**src/logic/dtv_regs.svh**
```systemverilog
// constants for the divisional trip voting block
// assumes a 20 MHz sys_clk; include by bare name
`ifndef DTV_REGS_SVH
`define DTV_REGS_SVH
`define DTV_NUM_DIV 4
`define DTV_CLK_HZ 20000000
// power dip that must ride through, in ms
`define DTV_DIP_MS 1000
// dip ride-through count in cycles (exceeds 4096: top parameter default)
`define DTV_DIP_CYC ((`DTV_CLK_HZ / 1000) * `DTV_DIP_MS)
// evaluation scans required before outputs leave the safe state
`define DTV_EVAL_SCANS 2
`define DTV_VOTE_FULL 2
`endif

```
**src/logic/dtv_pkg.sv**
```systemverilog
// types for the divisional trip voting block
// no surroundings assumed
package dtv_pkg;
	typedef enum logic [1:0] {
		DTV_SAFE,
		DTV_EVAL,
		DTV_RUN
	} dtv_state_e;
endpackage

```
**src/logic/dtv_trip_vote.sv**
```systemverilog
// divisional trip voting, bypass handling and safe-state power response
// assumes inputs from other divisions and switches are asynchronous
`timescale 1ns/1ps
`include "dtv_regs.svh"
module dtv_trip_vote #(
	parameter int DIP_CYC = `DTV_DIP_CYC,
	parameter int N_ACT = 4
) (
	// clock and reset
	input wire logic sys_clk,
	input wire logic rst,
	// divisional sensor trips, one bit per division
	input wire logic [3:0] sensor_trip,
	input wire logic [3:0] trip_link_ok,
	// bypass controls
	input wire logic [3:0] div_sensor_bypass,
	input wire logic trip_logic_bypass,
	input wire logic [1:0] safety_logic_unit_fail,
	input wire logic auto_bypass_avail,
	input wire logic [1:0] manual_unit_bypass,
	// manual division trip switches, own and others
	input wire logic [3:0] manual_trip_sw,
	// interfacing system actions
	input wire logic [N_ACT-1:0] action_req,
	// health
	input wire logic power_good,
	input wire logic self_test_active,
	input wire logic fault_detect,
	// load drivers, energized means not tripped
	output logic scram_driver_energ,
	output logic isol_driver_energ,
	output logic vote_trip,
	output logic half_scram,
	output logic full_scram,
	// actuator initiation and alarms
	output logic [N_ACT-1:0] initiate,
	output logic [N_ACT-1:0] action_alarm,
	// operator indications
	output logic sensor_bypass_ind,
	output logic [1:0] unit_inop_ind,
	output logic [1:0] unit_bypass_ind,
	output logic fault_annunc,
	output logic power_loss_annunc,
	output logic link_loss_annunc
);
	// two-stage synchronisers for all pins
	localparam int SW = 4 + 4 + 4 + 1 + 2 + 1 + 2 + 4 + N_ACT + 3;
	logic [SW-1:0] sync1, sync2;
	always_ff @(posedge sys_clk or posedge rst) begin
		if (rst) begin
			sync1 <= '0;
			sync2 <= '0;
		end else begin
			sync1 <= {sensor_trip, trip_link_ok, div_sensor_bypass, trip_logic_bypass,
				safety_logic_unit_fail, auto_bypass_avail, manual_unit_bypass,
				manual_trip_sw, action_req, power_good, self_test_active, fault_detect};
			sync2 <= sync1;
		end
	end
	logic [3:0] s_trip, s_link, s_byp, s_msw;
	logic s_tlb, s_auto, s_pg, s_test, s_fault;
	logic [1:0] s_fail, s_mbyp;
	logic [N_ACT-1:0] s_act;
	assign {s_trip, s_link, s_byp, s_tlb, s_fail, s_auto, s_mbyp, s_msw, s_act,
		s_pg, s_test, s_fault} = sync2;

	function automatic logic [2:0] popcnt4(input logic [3:0] v);
		popcnt4 = 3'({2'h0, v[0]} + {2'h0, v[1]} + {2'h0, v[2]} + {2'h0, v[3]});
	endfunction

	// vote; only one division may be bypassed, the lowest wins if several
	logic [3:0] byp_one, eff_trip;
	logic next_vote;
	always_comb begin
		byp_one = s_byp & (~s_byp + 4'h1);
		// lost link is treated as not tripped, annunciated instead
		eff_trip = s_trip & ~byp_one & s_link;
		// two of the remaining three or two of four share one threshold
		next_vote = popcnt4(eff_trip) >= 3'(`DTV_VOTE_FULL);
	end

	// power state machine: dips are bridged, long loss goes safe
	logic [31:0] dip_cnt, next_dip_cnt;
	logic [1:0] eval_cnt, next_eval_cnt;
	dtv_pkg::dtv_state_e state, next_state;
	logic latched_trip, next_latched_trip;
	always_comb begin
		next_state = state;
		next_dip_cnt = dip_cnt;
		next_eval_cnt = eval_cnt;
		next_latched_trip = latched_trip | (state == dtv_pkg::DTV_RUN && next_vote);
		if (!next_vote && state == dtv_pkg::DTV_RUN)
			next_latched_trip = 1'b0;
		case (state)
			dtv_pkg::DTV_SAFE: begin
				next_eval_cnt = 2'h0;
				if (s_pg)
					next_state = dtv_pkg::DTV_EVAL;
			end
			dtv_pkg::DTV_EVAL: begin
				// hold safe until inputs have been scanned
				if (!s_pg)
					next_state = dtv_pkg::DTV_SAFE;
				else if (eval_cnt == 2'(`DTV_EVAL_SCANS - 1))
					next_state = dtv_pkg::DTV_RUN;
				else
					next_eval_cnt = eval_cnt + 2'h1;
			end
			default: begin
				if (s_pg) begin
					next_dip_cnt = '0;
				end else if (dip_cnt >= 32'(DIP_CYC - 1)) begin
					next_state = dtv_pkg::DTV_SAFE;
					next_dip_cnt = '0;
				end else begin
					// short dip: load drivers, initiations, alarms and latched trip are frozen
					next_dip_cnt = dip_cnt + 32'h1;
					next_latched_trip = latched_trip;
				end
			end
		endcase
	end
	always_ff @(posedge sys_clk or posedge rst) begin
		if (rst) begin
			state <= dtv_pkg::DTV_SAFE;
			dip_cnt <= '0;
			eval_cnt <= 2'h0;
			latched_trip <= 1'b0;
		end else begin
			state <= next_state;
			dip_cnt <= next_dip_cnt;
			eval_cnt <= next_eval_cnt;
			latched_trip <= next_latched_trip;
		end
	end

	// outputs; self-test input is never part of trip paths
	logic run_live, msw_any, msw_full;
	logic [1:0] unit_byp, unit_inop;
	logic next_scram, next_isol, next_half, next_full, next_vote_q, next_sbi;
	logic next_fault, next_pwr, next_link;
	logic [N_ACT-1:0] next_init, next_alarm;
	always_comb begin
		run_live = state == dtv_pkg::DTV_RUN && s_pg;
		msw_any = s_msw[0];
		msw_full = popcnt4(s_msw) >= 3'(`DTV_VOTE_FULL);
		// failed unit bypassed automatically or by hand
		unit_byp = s_fail & ({2{s_auto}} | s_mbyp);
		unit_inop = s_fail;
		next_vote_q = latched_trip;
		// trip logic bypass blocks de-energizing; manual switch does not
		next_half = msw_any | (latched_trip & ~s_tlb);
		next_full = msw_full;
		// normally energized drivers de-energize when not running
		next_scram = run_live & ~next_half & ~next_full;
		next_isol = run_live & ~(latched_trip & ~s_tlb) & ~msw_full;
		// the surviving unit carries on when one is bypassed
		next_init = (run_live && (unit_byp == unit_inop) && unit_inop != 2'h3) ? s_act : '0;
		next_alarm = next_init;
		next_sbi = |s_byp;
		next_fault = s_fault | (|unit_inop);
		next_pwr = !s_pg;
		next_link = ~&s_link;
		if (state == dtv_pkg::DTV_RUN && !s_pg) begin
			next_scram = scram_driver_energ;
			next_isol = isol_driver_energ;
			next_init = initiate;
			next_alarm = action_alarm;
		end
	end
	always_ff @(posedge sys_clk or posedge rst) begin
		if (rst) begin
			scram_driver_energ <= 1'b0;
			isol_driver_energ <= 1'b0;
			vote_trip <= 1'b0;
			half_scram <= 1'b0;
			full_scram <= 1'b0;
			initiate <= '0;
			action_alarm <= '0;
			sensor_bypass_ind <= 1'b0;
			unit_inop_ind <= 2'h0;
			unit_bypass_ind <= 2'h0;
			fault_annunc <= 1'b0;
			power_loss_annunc <= 1'b0;
			link_loss_annunc <= 1'b0;
		end else begin
			scram_driver_energ <= next_scram;
			isol_driver_energ <= next_isol;
			vote_trip <= next_vote_q;
			half_scram <= next_half;
			full_scram <= next_full;
			initiate <= next_init;
			action_alarm <= next_alarm;
			sensor_bypass_ind <= next_sbi;
			unit_inop_ind <= unit_inop;
			unit_bypass_ind <= unit_byp;
			fault_annunc <= next_fault;
			power_loss_annunc <= next_pwr;
			link_loss_annunc <= next_link;
		end
	end
endmodule

```
**config.mk**
```make
export PLATFORM = sky130hd
export DESIGN_NAME = dtv_trip_vote
export DESIGN_NICKNAME = d
export VERILOG_FILES = /design/src/logic/dtv_pkg.sv /design/src/logic/dtv_trip_vote.sv
export VERILOG_INCLUDE_DIRS = /design/src /design/src/logic
export SDC_FILE = /design/constraint.sdc
export NUM_CORES = 1
export LEC_CHECK = 0
export ABC_AREA = 1
export ABC_CLOCK_PERIOD_IN_PS = 3200
export BUFFER_PORTS_ARGS = -buffer_cell sky130_fd_sc_hd__buf_4
export CAP_MARGIN = 0
export CORE_MARGIN = 5
export CORE_UTILIZATION = 41
export DETAILED_ROUTE_END_ITERATION = 8
export SYNTH_ARGS = -nofsm -noshare
export SYNTH_HDL_FRONTEND = slang
export SYNTH_SLANG_ARGS = --single-unit
```
**constraint.sdc**
```tcl
create_clock -name sys_clk -period 3.2 [get_ports sys_clk]
set_input_delay 0.16 -clock sys_clk [delete_from_list [all_inputs] [get_ports sys_clk]]
set_output_delay 0.16 -clock sys_clk [all_outputs]
set_load 0.1 [all_outputs]
```
### Word-level counts from Yosys, hierarchy flattened

Cells that the tools add are included.

* logic and storage cells: 94
* flip-flop bits (word level): 112
* bits of input ports: 31

* reductions and logical operators: 19
* bitwise logic cells: 19
* mux-type cells: 16
* add/sub/neg operators: 9
* magnitude comparators: 3
* equal/unequal tests: 10

Operators with widths (number)
* 32-bit two-way mux: 2
* 32-bit by 1-bit adder with 32-bit output (second input constant): 1
* 32-bit by 25-bit greater-or-equal comparator with 1-bit output (second input constant): 1
* 2-bit two-way mux: 7
* 4-bit bitwise AND: 3
* 2-bit != test (second input constant): 4
* 4-bit inverter: 2
* 2-bit case mux with 2 select lines: 2
* 4-bit AND reduction: 2
* 2-bit by 1-bit adder with 3-bit output: 2
* 3-bit by 1-bit adder with 3-bit output: 2
* 3-bit by 2-bit greater-or-equal comparator with 1-bit output (second input constant): 2
* 1-bit logical AND: 6
* 3-bit nonzero test: 2
* 1-bit bitwise AND: 5
* 1-bit by 1-bit adder with 2-bit output: 2
* 4-bit by 1-bit adder with 4-bit output (second input constant): 1
* 2-bit by 1-bit == test with 1-bit output (second input constant): 2
* 1-bit two-way mux: 4
* 4-bit two-way mux: 1
* 1-bit inverter: 4
* 2-bit OR reduction: 2
* 4-bit OR reduction: 1
* 1-bit logical NOT: 3
* 11 further kinds: 13

### Logic depth before layout (Yosys ltp)

Gate-level depths: netlist (run 1).

* word-level depth: 16
* mapped depth: 11
* mapped depth without buffers: 11

### Worst setup path after synthesis (run 1)

OpenSTA, ideal clock, no wires.

* path kind: flip-flop to flip-flop
* start point: reg sync2[17]
* end point: reg with a tool-made name
* data required time: 3.084 ns
* setup slack: 1.463 ns
* clock period less this slack: 1.737 ns
* stages on the path, launching flop included: 11
* arrival: 1.621 ns
* cells stage by stage: dfrtp_1 -> nor2_1 -> nand3b_1 -> nand3_1 -> inv_1 -> fa_1 -> nand3_1 -> a21oi_1 -> or2_2 -> nand3_2 -> nand2_1

RTL lines
* start, declared: line dtv_trip_vote.sv:48 `logic [SW-1:0] sync1, sync2;`
* start signal, assigned: line dtv_trip_vote.sv:57 `sync2 <= sync1;`

==> tab_implementation.tex, run 1 <==
\begin{tabular}{lr}
\hline
Metric & Value \\
\hline
\multicolumn{2}{l}{\textbf{STA}} \\
Min cycle time layout & approximately 1900 ps \\
Count of final setup violators & 0 \\
Setup TNS Final & 0 ps \\
Hold Fails Final Rpt & 0 \\
Final max-slew violation count & 0 \\
Clock skew after layout & roughly 11 ps \\
Period utilisation layout & 0.5948 \\
Least-Margin Pin Slew & just under 1000 ps \\
RSZ-0062 raised after global routing & false \\
Slack of the critical path & approximately 1300 ps \\
Achievable Freq & 525.4 MHz \\
Relative slew margins & 0.3403 \\
\multicolumn{2}{l}{\textbf{Cells and area}} \\
Most frequent cells in the layout & sky130\_fd\_sc\_hd\_\_nand2\_1 (115), sky130\_fd\_sc\_hd\_\_dfrtp\_1 (110), sky130\_fd\_sc\_hd\_\_nor2\_1 (66) \\
Multi-input gate area & 1314 um\^{}2 \\
ANT cells & 0 \\
Leading cell type in the layout, fill and taps excluded & sky130\_fd\_sc\_hd\_\_nand2\_1 \\
Area added between synthesis and finish & 23.58\% \\
Final layout net count & approximately 560 \\
Final design area excluding fillers & 5345 um\^{}2 \\
Fraction of layout cells with a size suffix above 1 & 0.1485 \\
Count of placed standard cells in the final layout, fillers left out & 668 \\
Storage element area & between 2000 and 3000 um\^{}2 \\
Filler cell count in the final layout & 910 \\
\multicolumn{2}{l}{\textbf{Setup path}} \\
CP Data Required Time & between 3000 and 4000 ps \\
Critical path peak fanout & 3 \\
Worst Setup Path Type & flip-flop to flip-flop \\
Startpoint types & flip-flop \\
Arrival time at the worst endpoint & between 2000 and 2500 ps \\
Worst setup EP type & flip-flop \\
\multicolumn{2}{l}{\textbf{Global route}} \\
Number of antenna violations at the first check in global routing & 0 \\
Combined global-route utilization of all metal layers & 0.1364 \\
Gr ovfl total & 0 \\
Vias in the first global route & a little over 3000 \\
Largest net degree at the start of global routing & 84 \\
First-pass GRT wire length & $\sim$14000 um \\
\multicolumn{2}{l}{\textbf{Clocking}} \\
Number of H-tree branching levels & 3 \\
Number of buffers created by CTS & 9 \\
Clock latency at the later pin of the worst-skew pair & between 300 and 400 ps \\
Maximum clock path buffer count & 2 \\
CTS tree & built \\
CTS root buf & sky130\_fd\_sc\_hd\_\_clkbuf\_8 \\
Post-CTS Repair Setup Buffers & 0 \\
CTS Sinks & 110 \\
Clock transition at the register clock pins on the worst setup and hold paths after CTS & around 110 ps \\
\multicolumn{2}{l}{\textbf{Logic synthesis}} \\
Netlist Area Pre-Place & around 4300 um\^{}2 \\
Count of flip-flops with a built-in enable after synthesis & 0 \\
Syn Nets & between 400 and 500 \\
Count of yosys warnings during synthesis & 0 \\
Post-synthesis area per instance & about 10 um\^{}2 \\
Distinct cell type count after synthesis & 29 \\
Async SR Flop Fraction & 1.000 \\
Post-Synthesis Cells & 445 \\
Most used DFF post-synth & sky130\_fd\_sc\_hd\_\_dfrtp\_1 \\
Post-synthesis sequential element count & between 100 and 150 \\
Share of the yosys chip area belonging to registers & 0.6364 \\
\multicolumn{2}{l}{\textbf{Place}} \\
Count of placed standard cells including taps & $\sim$620 \\
GPL Wtd Cong & just under 0.9 \\
Placed Instance Area & 4828 um\^{}2 \\
Port bufs & 50 \\
Minimum setup slack after placement & around 1300 ps \\
Detailed placement HPWL & around 5400 um \\
\multicolumn{2}{l}{\textbf{Routing}} \\
Wire per inst & approximately 12 um \\
DRC Markers & 0 \\
First-iteration detailed-routing DRC count & 96 \\
Final antenna-violating net count & 0 \\
Detailed-routing iteration count for the pre-antenna-repair pass & 4 \\
Vias & approximately 3000 \\
Via density per instance & 4.458 \\
Detailed-route wire length & approximately 7900 um \\
\multicolumn{2}{l}{\textbf{Power and ir drop}} \\
VDD IR-drop max & 682.6 uV \\
Power density of the placed cells & around 560 nW/um\^{}2 \\
Total leakage power & 2.503 nW \\
\multicolumn{2}{l}{\textbf{Run status}} \\
Outcome & completed \\
\multicolumn{2}{l}{\textbf{Floorplan}} \\
Site Rows & 37 \\
Effective utilization at floorplan & 0.4190 \\
Area of the die & $\sim$13000 um\^{}2 \\
\# IOs & between 50 and 60 \\
Placeable core region & 10320 um\^{}2 \\
Width of the die & $\sim$110 um \\
Height of the die & between 100 and 150 um \\
\multicolumn{2}{l}{\textbf{Run}} \\
Maxcap violations & 0 \\
\multicolumn{2}{l}{\textbf{Worst hold path}} \\
Worst min-delay path category & primary input to asynchronous set/reset pin \\
\hline
\end{tabular}
[state kept, by name (all words and copies together), names as in the netlist, 2 cells and up, named ones only]
name and flops:
action_alarm 4, dip_cnt 32, eval_cnt 2, state 2, sync1 28, sync2 28
unit_bypass_ind 2, unit_inop_ind 2
[cells in the mapped netlist, types with 3 or more instances]
master                     instances  area (um^2)
sky130_fd_sc_hd__nor2_1           66        247.7
sky130_fd_sc_hd__o21ai_0          22        110.1
sky130_fd_sc_hd__buf_4             4        30.03
sky130_fd_sc_hd__xor2_1           14        122.6
sky130_fd_sc_hd__nand4_1           7        43.79
sky130_fd_sc_hd__a21oi_1           4        20.02
sky130_fd_sc_hd__nand3_1          15        75.07
sky130_fd_sc_hd__xnor2_1           3        26.28
sky130_fd_sc_hd__dfrtp_1         110         2753
sky130_fd_sc_hd__inv_1            51        191.4
sky130_fd_sc_hd__o22ai_1           7        43.79
sky130_fd_sc_hd__nand2_1         115        431.7
sky130_fd_sc_hd__clkbuf_1          3        11.26
[metrics by stage]
step	util	total power [mW]	hold slack, ps
2_1_floorplan	-	1.948	191.4
3_3_place_gp	0.4677	2.080	269.3
3_5_place_dp	0.4677	2.090	270.3
4_1_cts	0.5178	3.036	46.49
5_1_grt	0.5178	3.162	105.8
6_report	0.5178	2.992	4.402
[power by group]
part	internal, mW	total (mW)	leakage [nW]	switching [mW]
logic	0.157	0.535	1.02	0.377
registers	1.48	1.55	1.37	0.0659
clock network	0.392	0.907	0.115	0.515
[final timing paths]
path	slack, ps	cells after the start	end	startpoint
max	1300	10	flip-flop	sync2[17]
min	4	2	sync1[12]	rst
max reg2reg	1300	10	flip-flop	sync2[17]
min reg2reg	360	0	sync2[13]	sync1[13]
max in group asynchronous	2270	3	link_loss_annunc	rst
min in group sys_clk	360	0	sync2[13]	sync1[13]
[what timing repair did]
| action | in CTS | in global routing |
|---|---|---|
| endpoints found under the hold margin | 28 | 0 |
| hold buffers | 28 | 0 |
| resized for setup | 0 | 0 |
| setup endpoints to repair | 0 | 0 |
[area by class of cell]
type,instances,share of cell area
Sequential cell,110,0.5150
Multi-Input combinational cell,274,0.2458
Timing Repair Buffer,81,0.1269
Inverter,51,0.03628
Tap cell,136,0.03184
Clock buffer,9,0.02317
Clock inverter,7,0.02107
[cells by family after synthesis]
| family | after synthesis | synth area share |
|---|---|---|
| flops | 110 | 0.6364 |
| simple gates | 216 | 0.2077 |
| fa+ha+maj | 4 | 0.01504 |
| xor+xnor | 17 | 0.03442 |
| mux | 1 | 0.002314 |
| buf+inv | 61 | 0.05988 |
| compound gates | 36 | 0.04426 |
[metal layers]
layer / track usage / vias up / part of all wire
met5: 0 / - / 0
met3: 0.04171 / 4 / 0.048
met1: 0.1790 / 1389 / 0.46
met4: 0.03686 / 0 / 0.0049
met2: 0.2208 / 54 / 0.48
li1: - / 1531 / -
[worst max-delay path: stages, from the launching register on]
cell                       delay, ps
sky130_fd_sc_hd__dfrtp_1         410
sky130_fd_sc_hd__nor2_1          170
sky130_fd_sc_hd__nand3b_1        100
sky130_fd_sc_hd__nand3_1          70
sky130_fd_sc_hd__inv_1            50
sky130_fd_sc_hd__fa_1            440
sky130_fd_sc_hd__nand3_1          90
sky130_fd_sc_hd__a21oi_1          40
sky130_fd_sc_hd__or2_2           300
sky130_fd_sc_hd__nand3_2          80
sky130_fd_sc_hd__nand2_1          50
No activity file was read; power rests on OpenSTA's default activity.
==> inputs of run 2 (changes only) <==
--- a/config.mk
+++ b/config.mk
@@ -7,7 +7,7 @@
 export NUM_CORES = 1
 export LEC_CHECK = 0
 export ABC_AREA = 1
-export ABC_CLOCK_PERIOD_IN_PS = 3200
+export ABC_CLOCK_PERIOD_IN_PS = 1700
 export BUFFER_PORTS_ARGS = -buffer_cell sky130_fd_sc_hd__buf_4
 export CAP_MARGIN = 0
 export CORE_MARGIN = 5
==> constraint.sdc (replaced) <==
create_clock -name sys_clk -period 1.7 [get_ports sys_clk]
set_input_delay 0.085 -clock sys_clk [delete_from_list [all_inputs] [get_ports sys_clk]]
set_output_delay 0.085 -clock sys_clk [all_outputs]
set_load 0.1 [all_outputs]
==> tab_implementation.tex, run 2 (synthesized netlist as in run 1, its figures left out) <==
\begin{tabular}{lr}
\hline
Metric & Value \\
\hline
\multicolumn{2}{l}{\textbf{Run status}} \\
Outcome & complete, but fails checks (was completed) \\
Violated checks & negative setup slack \\
\multicolumn{2}{l}{\textbf{STA}} \\
Least-Margin Pin Slew & 518.2 ps (was 989.6 ps) \\
Count of final setup violators & 1 (was 0) \\
Min cycle time layout & 1756 ps (was 1903 ps) \\
Setup TNS Final & -56.35 ps (was 0 ps) \\
Clock skew after layout & 9.035 ps (was 11.47 ps) \\
Achievable Freq & 569.4 MHz (was 525.4 MHz) \\
Hold Fails Final Rpt & 0 (unchanged) \\
Worst hold slack & 292.9 ps (was 4.402 ps) \\
Slack of the critical path & -56.35 ps (was 1297 ps) \\
RSZ-0062 raised after global routing & true (was false) \\
Relative slew margins & 0.6538 (was 0.3403) \\
Period utilisation layout & 1.033 (was 0.5948) \\
Final max-slew violation count & 0 (unchanged) \\
\multicolumn{2}{l}{\textbf{Global route}} \\
First-pass GRT wire length & 14630 um (was 14070 um) \\
Number of antenna violations at the first check in global routing & 0 (unchanged) \\
Vias in the first global route & 3271 (was 3022) \\
Largest net degree at the start of global routing & 35 (was 84) \\
Gr ovfl total & 0 (unchanged) \\
Combined global-route utilization of all metal layers & 0.1435 (was 0.1364) \\
\multicolumn{2}{l}{\textbf{Run}} \\
Maxcap violations & 0 (unchanged) \\
\multicolumn{2}{l}{\textbf{Cells and area}} \\
Storage element area & 2753 um\^{}2 (unchanged) \\
Final layout net count & 583 (was 562) \\
ANT cells & 0 (unchanged) \\
Leading cell type in the layout, fill and taps excluded & sky130\_fd\_sc\_hd\_\_nand2\_1 (unchanged) \\
Area added between synthesis and finish & 28.17\% (was 23.58\%) \\
Fin util & 0.5370 (was 0.5178) \\
Most frequent cells in the layout & sky130\_fd\_sc\_hd\_\_nand2\_1 (115), sky130\_fd\_sc\_hd\_\_dfrtp\_1 (110), sky130\_fd\_sc\_hd\_\_buf\_4 (70) (was sky130\_fd\_sc\_hd\_\_nand2\_1 (115), sky130\_fd\_sc\_hd\_\_dfrtp\_1 (110), sky130\_fd\_sc\_hd\_\_nor2\_1 (66)) \\
Count of placed standard cells in the final layout, fillers left out & 689 (was 668) \\
Registers with the most flip-flops & dip\_cnt (32), sync1 (28), sync2 (28) (unchanged) \\
Filler cell count in the final layout & 902 (was 910) \\
Fraction of layout cells with a size suffix above 1 & 0.1881 (was 0.1485) \\
Multi-input gate area & 1354 um\^{}2 (was 1314 um\^{}2) \\
Register with the most flip-flops & dip\_cnt (unchanged) \\
Largest register FFs & 32 (unchanged) \\
Final design area excluding fillers & 5544 um\^{}2 (was 5345 um\^{}2) \\
\multicolumn{2}{l}{\textbf{Routing}} \\
Via density per instance & 4.538 (was 4.458) \\
First-iteration detailed-routing DRC count & 105 (was 96) \\
Final antenna-violating net count & 0 (unchanged) \\
Detailed-route wire length & 8248 um (was 7919 um) \\
Detailed-routing iteration count for the pre-antenna-repair pass & 4 (unchanged) \\
DRC Markers & 0 (unchanged) \\
Wire per inst & 11.97 um (was 11.85 um) \\
Vias & 3127 (was 2978) \\
\multicolumn{2}{l}{\textbf{Floorplan}} \\
Height of the die & 112.7 um (unchanged) \\
Width of the die & 112.7 um (unchanged) \\
Placeable core region & 10320 um\^{}2 (unchanged) \\
\# IOs & 52 (unchanged) \\
Site Rows & 37 (unchanged) \\
Effective utilization at floorplan & 0.4190 (unchanged) \\
Area of the die & 12700 um\^{}2 (unchanged) \\
\multicolumn{2}{l}{\textbf{Place}} \\
Count of placed standard cells including taps & 641 (was 624) \\
Port bufs & 50 (unchanged) \\
Minimum setup slack after placement & -80.90 ps (was 1281 ps) \\
Detailed placement HPWL & 5752 um (was 5435 um) \\
Placed Instance Area & 5000 um\^{}2 (was 4828 um\^{}2) \\
GPL Wtd Cong & 0.9077 (was 0.8893) \\
\multicolumn{2}{l}{\textbf{Clocking}} \\
Clock latency at the later pin of the worst-skew pair & 370 ps (about the same) \\
Clock transition at the register clock pins on the worst setup and hold paths after CTS & 110 ps (about the same) \\
Maximum clock path buffer count & 2 (unchanged) \\
Number of buffers created by CTS & 9 (unchanged) \\
CTS root buf & sky130\_fd\_sc\_hd\_\_clkbuf\_8 (unchanged) \\
Number of H-tree branching levels & 3 (unchanged) \\
CTS tree & built (unchanged) \\
CTS Sinks & 110 (unchanged) \\
\multicolumn{2}{l}{\textbf{Setup path}} \\
Critical path, cell by cell & nor2\_2, nand3b\_1, nand3\_1, inv\_1, fa\_1, nand3\_1, a21oi\_1, or2\_4, nand3\_2, nand2\_1 (was nor2\_1, nand3b\_1, nand3\_1, inv\_1, fa\_1, nand3\_1, a21oi\_1, or2\_2, nand3\_2, nand2\_1) \\
Critical path peak fanout & 2 (was 3) \\
Startpoint types & flip-flop (unchanged) \\
Reg-to-Reg Start & sync2[17] (unchanged) \\
Worst Setup Path Type & flip-flop to flip-flop (unchanged) \\
Cell occurring most often along the worst timing path & sky130\_fd\_sc\_hd\_\_nand3\_1 (unchanged) \\
Delay of the slowest cell on the worst path & 430 ps (was 440 ps) \\
Worst path bufs/invs & 1 (unchanged) \\
CP max-delay cell & sky130\_fd\_sc\_hd\_\_fa\_1 (unchanged) \\
CP Data Required Time & 1980 ps (was 3480 ps) \\
Largest delay contributor family on the critical path & simple AND/OR/NAND/NOR gates (unchanged) \\
Register-to-Register Setup Slack & -60 ps (was 1300 ps) \\
Arrival time at the worst endpoint & 2030 ps (was 2180 ps) \\
R2r worst-path depth & 10 (unchanged) \\
Worst setup EP type & flip-flop (unchanged) \\
\multicolumn{2}{l}{\textbf{Power and ir drop}} \\
Total leakage power & 2.603 nW (was 2.503 nW) \\
VDD IR-drop max & 721.4 uV (was 682.6 uV) \\
PnR Total Power & 5.597 mW (was 2.992 mW) \\
Power density of the placed cells & 1010 nW/um\^{}2 (was 559.8 nW/um\^{}2) \\
\multicolumn{2}{l}{\textbf{Worst hold path}} \\
Worst min-delay path category & primary input to asynchronous set/reset pin (unchanged) \\
\hline
\end{tabular}
==> run 2: changes by cell type in the layout (fill, tap and decap cells not counted), moves of 2 or more <==
cell and delta:
sky130_fd_sc_hd__buf_4 +17, sky130_fd_sc_hd__buf_12 +3, sky130_fd_sc_hd__inv_6 +3, sky130_fd_sc_hd__nor2_1 -3
sky130_fd_sc_hd__clkinv_8 -2, sky130_fd_sc_hd__nor2_2 +2
==> run 2: repair_timing <==
item / in CTS / in global routing
gates cloned: 0 / 0
hold endpoints to repair: 47 / 0
setup endpoints to repair: 1 / 10
gates resized for setup: 0 / 8
setup buffers: 2 / 1
pin swaps: 2 / 3
hold buffers: 29 / 0
==> run 2: layout make-up <==
| type | count | area share |
|---|---|---|
| multi-input combinational | 274 | 0.2442 |
| timing repair buffer | 102 | 0.1580 |
| clock inverter | 7 | 0.01309 |
| inverter | 51 | 0.03521 |
| tap | 136 | 0.03069 |
| sequential | 110 | 0.4965 |
| clock buffer | 9 | 0.02234 |
==> run 2: worst max-delay path by stage <==
stage / start / endpoint / cells after the start
6_report: sync2[17] / flip-flop / 10
5_1_grt: sync2[17] / flip-flop / 10
4_1_cts: sync2[18] / flip-flop / 10
3_5_place_dp: sync2[17] / flip-flop / 10
3_3_place_gp: sync2[17] / flip-flop / 10
2_1_floorplan: sync2[17] / flip-flop / 10
==> run 2: worst reg2reg max path, delay by kind of cell (launching register included) <==
| family | cells | cell delay (ps) |
|---|---|---|
| AOI/OAI and AO/OA | 1 | 40 |
| and+or+nand+nor | 7 | 730 |
| buffers and inverters | 1 | 50 |
| DFF | 1 | 410 |
| adders and majority gates | 1 | 430 |
==> run 2: report_power, final <==
group / total, mW / internal, mW / switching [mW]
logic: 1.13 / 0.384 / 0.751
registers: 2.92 / 2.79 / 0.126
clock network: 1.54 / 0.577 / 0.965
total: 5.60 / 3.75 / 1.84
==> run 2: layer usage <==
layer | vias to the layer above | track usage | routed length [um]
li1 | 1581 | - | -
met3 | 13 | 0.05187 | 433
met1 | 1466 | 0.1748 | 3687
met4 | 0 | 0.04247 | 140
met2 | 67 | 0.2401 | 3986
met5 | - | 0 | 0
